===== src/est_consts.svh =====
/*
  constants for the eight channel sequence timer: register offsets, field
  positions, reset values and timing figures.
  assumes inclusion by bare name from the package and modules.
*/
`ifndef EST_CONSTS_SVH
`define EST_CONSTS_SVH

// ==========================================================================
// timing
`define EST_CLK_HZ          10000000
`define EST_TICK_MS         10
`define EST_TICK_CYCLES     ((`EST_CLK_HZ / 1000) * `EST_TICK_MS)

// ==========================================================================
// geometry
`define EST_NCHAN           8
`define EST_CNT_W           31
`define EST_IDX_W           3

// ==========================================================================
// register byte offsets
`define EST_OFS_CMD         12'h000
`define EST_OFS_PRESET      12'h004
`define EST_OFS_DONE        12'h008
`define EST_OFS_MODE        12'h00c
`define EST_OFS_OUT         12'h010
`define EST_OFS_CTRL        12'h014
`define EST_OFS_CNT0        12'h020
`define EST_OFS_CNT_LAST    12'h03c

// ==========================================================================
// command and control register fields
`define EST_CMD_IDX_LSB     0
`define EST_CMD_OP_LSB      4
`define EST_CMD_OP_W        3
`define EST_CTRL_START_BIT  0

// ==========================================================================
// reset values
`define EST_RST_WORD        32'h0000_0000

`endif


===== src/est_pkg.sv =====
/*
  types for the eight channel sequence timer.
  assumes est_consts.svh is in the include path.
*/
`include "est_consts.svh"

package est_pkg;

  // command opcodes written by the engine
  typedef enum logic [`EST_CMD_OP_W-1:0] {
    EST_OP_NONE     = 3'h0,
    EST_OP_ARM      = 3'h1,
    EST_OP_DLY_SET  = 3'h2,
    EST_OP_DLY_CLR  = 3'h3,
    EST_OP_FREE     = 3'h4
  } est_op_e;

  // one command to a single channel
  typedef struct packed {
    logic                  arm;
    logic                  free;
    logic                  dly;
    logic                  dly_level;
    logic [`EST_CNT_W-1:0] preset;
  } est_cmd_s;

  // one channel's visible state
  typedef struct packed {
    logic                  done;
    logic                  contact;
    logic [`EST_CNT_W-1:0] count;
  } est_stat_s;

endpackage : est_pkg


===== src/est_channel.sv =====
/*
  one timer channel: counter, preset buffer, done flag, delayed-output bit.
  assumes commands are one-cycle pulses and tick is a one-cycle enable.
*/
`timescale 1ns/1ns
`default_nettype none
`include "est_consts.svh"

module est_channel
  import est_pkg::*;
#(
  parameter int CNT_W = `EST_CNT_W
) (
  // clock and reset
  input  wire logic       hclk,
  input  wire logic       hresetn,
  // control
  input  wire logic       restart,
  input  wire logic       tick,
  input  wire est_cmd_s   cmd,
  // state
  output est_stat_s       stat,
  output logic            dly_out
);

  // ========================================================================
  // state
  logic [CNT_W-1:0] count;
  logic [CNT_W-1:0] next_count;
  logic [CNT_W-1:0] preset;
  logic [CNT_W-1:0] next_preset;
  logic             done;
  logic             next_done;
  logic             contact;
  logic             next_contact;
  logic             dly;
  logic             next_dly;
  logic             level;
  logic             next_level;
  logic             out_bit;
  logic             next_out_bit;
  logic             halted;

  assign halted = contact && (count == preset);

  // ========================================================================
  // next state
  always_comb begin
    next_count   = count;
    next_preset  = preset;
    next_done    = done;
    next_contact = contact;
    next_dly     = dly;
    next_level   = level;
    next_out_bit = out_bit;
    if (restart) begin
      next_count   = '0;
      next_contact = 1'b0;
      next_done    = 1'b0;
      next_dly     = 1'b0;
    end else if (cmd.arm) begin
      next_preset  = cmd.preset;
      next_count   = '0;
      next_contact = 1'b1;
      next_done    = 1'b0;
      next_dly     = cmd.dly;
      next_level   = cmd.dly_level;
    end else if (cmd.free) begin
      next_count   = '0;
      next_contact = 1'b0;
      next_dly     = 1'b0;
    end else if (halted) begin
      if (!done) begin
        next_done = 1'b1;
        if (dly) begin
          next_out_bit = level;
        end
      end
    end else if (tick) begin
      next_count = count + 1'b1;
    end
  end

  // ========================================================================
  // registers
  always_ff @(posedge hclk or negedge hresetn) begin
    if (!hresetn) begin
      count   <= '0;
      preset  <= '0;
      done    <= 1'b0;
      contact <= 1'b0;
      dly     <= 1'b0;
      level   <= 1'b0;
      out_bit <= 1'b0;
    end else begin
      count   <= next_count;
      preset  <= next_preset;
      done    <= next_done;
      contact <= next_contact;
      dly     <= next_dly;
      level   <= next_level;
      out_bit <= next_out_bit;
    end
  end

  assign stat.done    = done;
  assign stat.contact = contact;
  assign stat.count   = count;
  assign dly_out      = out_bit;

endmodule // est_channel

`default_nettype wire


===== src/est_timer.sv =====
/*
  eight channel sequence timer with an ahb-lite register slave.
  assumes one 10 mhz clock, single word transfers, engine writes commands.
*/
// Overview of operation
// eight channels, own counter, preset, done
// 31-bit counter, plus one per tick
// program start: all channels free-running
// two modes: free-running and contact-output
// arm: store preset, clear, count contact
// arming forces done flag low
// contact mode halts when count equals preset
// done rises once, holds while halted
// return: clear, restart, free-running
// arming never stalls the engine
// return keeps done flag unchanged
// delayed output drives target bit on done
// engine gives preset in 10 ms ticks
// free-running counter wraps silently
`timescale 1ns/1ns
`default_nettype none
`include "est_consts.svh"

module est_timer
  import est_pkg::*;
#(
  parameter int NCHAN       = `EST_NCHAN,
  parameter int CNT_W       = `EST_CNT_W,
  parameter int TICK_CYCLES = `EST_TICK_CYCLES
) (
  // clock and reset
  input  wire logic              hclk,
  input  wire logic              hresetn,
  // ahb-lite slave
  input  wire logic              hsel,
  input  wire logic [31:0]       haddr,
  input  wire logic [1:0]        htrans,
  input  wire logic              hwrite,
  input  wire logic [2:0]        hsize,
  input  wire logic [31:0]       hwdata,
  input  wire logic              hready,
  output logic [31:0]            hrdata,
  output logic                   hreadyout,
  output logic                   hresp,
  // timer outputs
  output logic [NCHAN-1:0]       channel_done_flag,
  output logic [NCHAN-1:0]       delayed_out
);

  // ========================================================================
  // tick divider
  localparam int TW = $clog2(TICK_CYCLES);
  localparam logic [TW-1:0] TICK_LAST = TW'(TICK_CYCLES - 1);
  logic [TW-1:0] div;
  logic [TW-1:0] next_div;
  logic          tick;
  logic          restart;

  assign tick = (div == TICK_LAST);

  always_comb begin
    next_div = tick ? '0 : div + 1'b1;
    if (restart) begin
      next_div = '0;
    end
  end

  always_ff @(posedge hclk or negedge hresetn) begin
    if (!hresetn) begin
      div <= '0;
    end else begin
      div <= next_div;
    end
  end

  // ========================================================================
  // bus address phase capture
  logic        wr_pend;
  logic        next_wr_pend;
  logic [11:0] wr_addr;
  logic [11:0] next_wr_addr;
  logic        access;

  assign access = hsel && hready && htrans[1];

  always_comb begin
    next_wr_pend = access && hwrite;
    next_wr_addr = access ? haddr[11:0] : wr_addr;
  end

  always_ff @(posedge hclk or negedge hresetn) begin
    if (!hresetn) begin
      wr_pend <= 1'b0;
      wr_addr <= '0;
    end else begin
      wr_pend <= next_wr_pend;
      wr_addr <= next_wr_addr;
    end
  end

  // ========================================================================
  // preset holding register and command decode
  logic [CNT_W-1:0]     preset;
  logic [CNT_W-1:0]     next_preset;
  logic                 cmd_wr;
  logic [`EST_IDX_W-1:0] cmd_idx;
  est_op_e              cmd_op;

  assign cmd_wr  = wr_pend && (wr_addr == `EST_OFS_CMD);
  assign cmd_idx = hwdata[`EST_CMD_IDX_LSB +: `EST_IDX_W];
  assign cmd_op  = est_op_e'(hwdata[`EST_CMD_OP_LSB +: `EST_CMD_OP_W]);
  assign restart = wr_pend && (wr_addr == `EST_OFS_CTRL) && hwdata[`EST_CTRL_START_BIT];

  always_comb begin
    next_preset = preset;
    if (wr_pend && (wr_addr == `EST_OFS_PRESET)) begin
      next_preset = hwdata[CNT_W-1:0];
    end
  end

  always_ff @(posedge hclk or negedge hresetn) begin
    if (!hresetn) begin
      preset <= '0;
    end else begin
      preset <= next_preset;
    end
  end

  // ========================================================================
  // channels
  localparam int IW = `EST_IDX_W;
  est_stat_s        stat [NCHAN];
  logic [NCHAN-1:0] mode_bits;

  genvar g;
  generate
    for (g = 0; g < NCHAN; g++) begin : gen_chan
      est_cmd_s ccmd;
      logic     hit;
      assign hit            = cmd_wr && (cmd_idx == IW'(g));
      assign ccmd.arm       = hit && ((cmd_op == EST_OP_ARM) || (cmd_op == EST_OP_DLY_SET) ||
                                      (cmd_op == EST_OP_DLY_CLR));
      assign ccmd.free      = hit && (cmd_op == EST_OP_FREE);
      assign ccmd.dly       = (cmd_op == EST_OP_DLY_SET) || (cmd_op == EST_OP_DLY_CLR);
      assign ccmd.dly_level = (cmd_op == EST_OP_DLY_SET);
      assign ccmd.preset    = preset;

      est_channel #(
        .CNT_W (CNT_W)
      ) u_chan (
        .hclk    (hclk),
        .hresetn (hresetn),
        .restart (restart),
        .tick    (tick),
        .cmd     (ccmd),
        .stat    (stat[g]),
        .dly_out (delayed_out[g])
      );

      assign channel_done_flag[g] = stat[g].done;
      assign mode_bits[g]         = stat[g].contact;
    end
  endgenerate

  // ========================================================================
  // read data
  logic [31:0] next_hrdata;
  logic [31:0] rdata;

  always_comb begin
    rdata = `EST_RST_WORD;
    if (haddr[11:0] == `EST_OFS_PRESET) begin
      rdata = 32'(preset);
    end else if (haddr[11:0] == `EST_OFS_DONE) begin
      rdata = 32'(channel_done_flag);
    end else if (haddr[11:0] == `EST_OFS_MODE) begin
      rdata = 32'(mode_bits);
    end else if (haddr[11:0] == `EST_OFS_OUT) begin
      rdata = 32'(delayed_out);
    end else if ((haddr[11:0] >= `EST_OFS_CNT0) && (haddr[11:0] <= `EST_OFS_CNT_LAST)) begin
      rdata = 32'(stat[haddr[4:2]].count);
    end
    next_hrdata = (access && !hwrite) ? rdata : hrdata;
  end

  always_ff @(posedge hclk or negedge hresetn) begin
    if (!hresetn) begin
      hrdata <= '0;
    end else begin
      hrdata <= next_hrdata;
    end
  end

  assign hreadyout = 1'b1;
  assign hresp     = 1'b0;

endmodule // est_timer

`default_nettype wire


===== config.mk =====
export PLATFORM = sky130hd
export DESIGN_NAME = est_timer
export DESIGN_NICKNAME = d
export VERILOG_FILES = /design/src/est_pkg.sv /design/src/est_channel.sv /design/src/est_timer.sv
export VERILOG_INCLUDE_DIRS = /design/src
export SDC_FILE = /design/constraint.sdc
export NUM_CORES = 2
export LEC_CHECK = 0
export BUFFER_PORTS_ARGS = -buffer_cell sky130_fd_sc_hd__buf_2
export CAP_MARGIN = 15
export CORE_MARGIN = 1
export CORE_UTILIZATION = 65
export CTS_CLUSTER_SIZE = 12
export DETAILED_ROUTE_END_ITERATION = 16
export PLACE_DENSITY = 0.83
export SLEW_MARGIN = 20
export SYNTH_ARGS = -nofsm -noshare
export SYNTH_HDL_FRONTEND = slang
export SYNTH_SLANG_ARGS = --single-unit

===== constraint.sdc =====
create_clock -name hclk -period 3.8 [get_ports hclk]
set_clock_uncertainty 0.05 [all_clocks]
set_input_delay 0.19 -clock hclk [delete_from_list [all_inputs] [get_ports hclk]]
set_output_delay 0.19 -clock hclk [all_outputs]
set_load 0.01 [all_outputs]

==> flow_results.org <==
** STA
- Number of hold violations in the final report :: 0
- Final Critical Period :: 3.09 ns
- Final setup violation count :: 0
- Worst-case headroom to the max-slew limit :: 14.4%
- In the finished design, the share of the clock period the worst path needs comes to 81.2%.
- Final number of max-transition violations :: 0
- Worst Slack Setup Final :: 0.713 ns
- Highest clock frequency the design can meet :: 324 MHz
- For the pin with the worst max-slew slack, the measured transition is 1.28 ns.
- For the final routed database, the setup TNS stands at 0 ns.
- Worst hold margin :: 0.101 ns
- Setup repair after global routing left no endpoint under its margin.

** Synthesis
- Post-synth cell types :: 84
- Of all flip-flops after synthesis, the portion carrying an async set or reset was 100%.
- After synthesis the netlist holds a flip-flop and latch count of 628.
- Number of enable-type register cells in the synthesized netlist :: 0
- After synthesis, the mean cell area works out to 9.36 µm².
- Sequential share of the synthesized area :: 45.8%
- Yosys attributes the largest share of cell area to sky130_fd_sc_hd__dfrtp_1 46%, sky130_fd_sc_hd__nand2_1 9.5%, sky130_fd_sc_hd__xnor2_1 8.0%.
- Number of cells produced by synthesis :: 3663
- The biggest area contributor in the post-synthesis netlist is sky130_fd_sc_hd__dfrtp_1.
- The Yosys step of the flow raised 0 warnings.
- Summed instance area of the synthesized netlist :: 0.0343 mm²
- Sorting the synthesized cells by how often they occur yields 867 x sky130_fd_sc_hd__nand2_1, 628 x sky130_fd_sc_hd__dfrtp_1, 312 x sky130_fd_sc_hd__xnor2_1.
- Main synth FF type :: sky130_fd_sc_hd__dfrtp_1
- In the post-synthesis netlist, the cell with the most instances is sky130_fd_sc_hd__nand2_1.
- Fraction of post-synthesis cell area in the top cell type by area :: 45.8%

** Clocking
- The clock reaches the later pin of the worst-skew pair after 0.64 ns.
- H-Tree Level Count :: 3
- CTS Buf Count :: 69
- TritonCTS built the clock tree.
- The clock net in this run drives a total of 628 sinks.
- Buffer cell driving the clock tree root :: sky130_fd_sc_hd__clkbuf_16
- Clock transition at the register clock pins on the worst setup and hold paths after CTS :: 0.06 ns
- CTS-repair resized insts :: 0
- The longest clock path from root to sink contains 3 buffers.
- Post-CTS timing repair inserted 0 buffers for setup.
- Buffers inserted to repair hold after CTS numbered 42.

** Worst hold path
- Worst hold path type :: primary input to register

** Critical path
- Data on the critical path arrives at its endpoint at 3.55 ns.
- The worst setup path is launched from a register.
- Data on the critical path is required at its endpoint by 4.26 ns.
- Biggest fanout along the worst timing path :: 47
- Path type of the worst setup path :: register to register
- Sort of element at the end of the critical path :: register

** Floorplan
- Die extent in y :: 232 µm
- Placement row count :: 83
- From left edge to right edge, the die measures 232 µm.
- The floorplan step defined a core boundary enclosing 0.0517 mm².
- Starting density of the core :: 66.3%
- Area of the die :: 0.0537 mm²
- Total I/O pin count :: 124

** Detailed routing
- In the final routed layout, each cell accounts on average for 27.2 µm.
- DRT Pass-1 Iters :: 6
- For this run, design rule violations remaining after detail routing come to 0.
- The final layout contains routed wiring with a total length of 121000 µm.
- Detail-routed via count per cell :: 6.83
- First DRT Iteration DRCs :: 5010
- Vias after detailed routing :: 30.3k
- Antenna Nets Post-Route :: 0

** Power and ir drop
- For this design the ratio of total power to cell area is 387 mW/mm².
- Max IR drop VDD :: 0.451 mV
- Leakage power :: 17.1 nW

** Run
- Number of max-capacitance violations reported :: 0

** Finish
- Post-route insts no fill :: 4442
- Relative to the synthesized area, the layout overhead comes to 11.1%.
- Net count of the finished layout :: 3789
- Filler cell count in the final layout :: 3672
- Layout cells sized above 1 :: 14.1%
- The multi-input combinational cells in the finished layout cover a total of 0.0173 mm².
- In the final layout, flip-flops and latches occupy 0.0157 mm².

** GRT
- After global routing the overflow that remains totals 0.
- The number of antenna violations at the first check in global routing is 9.
- The first global-routing pass estimated 180000 µm of wire.
- Entering global routing, the biggest net connects 107 pins.
- Vias in the first global route :: 28.8k
- Global routing consumed, over all layers together, 45.9% of the routing resources.

** Place
- The congestion estimate from routability-driven global placement came to 1.07.
- Input and output buffers added on the ports amount to 95.
- Post-Place Worst Slack :: 0.853 ns
- Post-detail-place hpwl :: 83400 µm
- After detailed placement, the design holds a cell count of 4273.

** Outcome
- The run finished with clean final reports.
==> placed cells by master, fill, tap and decap left out, types with 15 or more instances in the layout <==
| cell | n |
|---|---|
| sky130_fd_sc_hd__dlygate4sd3_1 | 42 |
| sky130_fd_sc_hd__nand4_1 | 163 |
| sky130_fd_sc_hd__clkbuf_8 | 16 |
| sky130_fd_sc_hd__clkbuf_1 | 16 |
| sky130_fd_sc_hd__a21oi_1 | 109 |
| sky130_fd_sc_hd__and4_1 | 25 |
| sky130_fd_sc_hd__nor2_1 | 231 |
| sky130_fd_sc_hd__nand3_1 | 114 |
| sky130_fd_sc_hd__inv_1 | 56 |
| sky130_fd_sc_hd__o21ai_0 | 81 |
| sky130_fd_sc_hd__xor2_1 | 29 |
| sky130_fd_sc_hd__a211oi_1 | 20 |
| sky130_fd_sc_hd__buf_2 | 93 |
| sky130_fd_sc_hd__dfrtp_1 | 628 |
| sky130_fd_sc_hd__mux2i_1 | 58 |
| sky130_fd_sc_hd__a31o_2 | 18 |
| sky130_fd_sc_hd__mux2_2 | 100 |
| sky130_fd_sc_hd__clkbuf_16 | 72 |
| sky130_fd_sc_hd__a221oi_1 | 21 |
| sky130_fd_sc_hd__xnor2_1 | 312 |
| sky130_fd_sc_hd__nor2b_1 | 15 |
| sky130_fd_sc_hd__or4_1 | 34 |
| sky130_fd_sc_hd__nor3_1 | 26 |
| sky130_fd_sc_hd__and3_1 | 65 |
| sky130_fd_sc_hd__a21o_1 | 20 |
| sky130_fd_sc_hd__a311oi_1 | 35 |
| sky130_fd_sc_hd__mux4_2 | 62 |
| sky130_fd_sc_hd__nand2b_1 | 51 |
| sky130_fd_sc_hd__o31ai_1 | 17 |
| sky130_fd_sc_hd__or3_1 | 42 |
| sky130_fd_sc_hd__nor4_1 | 20 |
| sky130_fd_sc_hd__buf_4 | 92 |
| sky130_fd_sc_hd__nand2_1 | 867 |
| sky130_fd_sc_hd__and2_1 | 17 |
==> registers in the layout, summed over array words and instances, names as in the netlist <==
signal,count
hrdata,31
wr_addr,12
preset,31
gen_chan.u_chan.preset,248
gen_chan.u_chan.dly,8
gen_chan.u_chan.contact,8
gen_chan.u_chan.count,248
gen_chan.u_chan.level,8
wr_pend,1
gen_chan.u_chan.done,8
div,17
gen_chan.u_chan.dly_out,8
==> critical path, cell delays in order, from the launching register on <==
cell	delay, ns
sky130_fd_sc_hd__dfrtp_1	0.41
sky130_fd_sc_hd__nor4_4	0.49
sky130_fd_sc_hd__nand4_1	0.60
sky130_fd_sc_hd__buf_4	0.38
sky130_fd_sc_hd__o32a_1	0.33
sky130_fd_sc_hd__buf_4	0.29
sky130_fd_sc_hd__nand2_1	0.13
sky130_fd_sc_hd__a21oi_1	0.04
sky130_fd_sc_hd__a31o_2	0.21
==> where the power goes <==
part           leakage (nW)  total, W  switching, W  internal (W)
Sequential             7.57   0.00710      0.000257       0.00684
Clock                  1.12   0.00676       0.00284       0.00392
Combinational          8.37  0.000879      0.000522      0.000357
Total                  17.1    0.0147       0.00362        0.0111
==> kinds of logic after synthesis <==
kind of cell | share of synthesized area (%)
other | 0.0219
and+or+nand+nor | 23.6
buffers and inverters | 3.90
AOI/OAI and AO/OA | 8.56
xor gates and xnor gates | 8.71
muxes | 9.08
adders and majority gates | 0.328
DFF | 45.8
==> cell type report <==
type                    count  area share (%)
flip-flops and latches    628            41.3
multi-input cells        2717            45.5
inverters                  56           0.552
well taps                 680            2.23
diodes                      5          0.0328
clock buffers             104            5.47
clock inverters            18           0.427
repair buffers            234            4.49
==> path summary, 6_finish.rpt <==
kind / from / cells after the start / endpoint / slack, ns
min in group asynchronous: hresetn / 2 / gen_chan[4].u_chan.count[8]$_DFFE_PN0P_ / 0.15
setup reg to reg: wr_addr[3]$_DFFE_PN0P_ / 8 / gen_chan[3].u_chan.count[16]$_DFFE_PN0P_ / 0.71
hold / removal: hwdata[1] / 4 / gen_chan[7].u_chan.contact$_DFFE_PN0P_ / 0.10
max in group asynchronous: hresetn / 3 / gen_chan[2].u_chan.count[14]$_DFFE_PN0P_ / 2.43
hold reg to reg: gen_chan[0].u_chan.dly$_DFFE_PN0P_ / 2 / gen_chan[0].u_chan.dly$_DFFE_PN0P_ / 0.43
setup / recovery: wr_addr[3]$_DFFE_PN0P_ / 8 / gen_chan[3].u_chan.count[16]$_DFFE_PN0P_ / 0.71
==> per-stage QoR <==
| stage | cell area, µm² | utilization [%] | power, W |
|---|---|---|---|
| final | 38100 | 73.7 | 0.0147 |
| after global routing | 38100 | 73.6 | 0.0151 |
| after CTS | 38100 | 73.6 | 0.0147 |
| after detailed placement | 35400 | 68.5 | 0.00802 |
| after global placement | 35400 | 68.5 | 0.00799 |
| after floorplan | 34300 | - | 0.00756 |
==> per-layer routing <==
layer	vias up	track usage, %	routed length (µm)
li1	12864	-	-
met1	14798	61.1	43800
met2	2202	63.5	50100
met3	445	16.1	18100
met4	14	29.7	8520
met5	-	1.19	164
(Power assumes the default switching activity.)
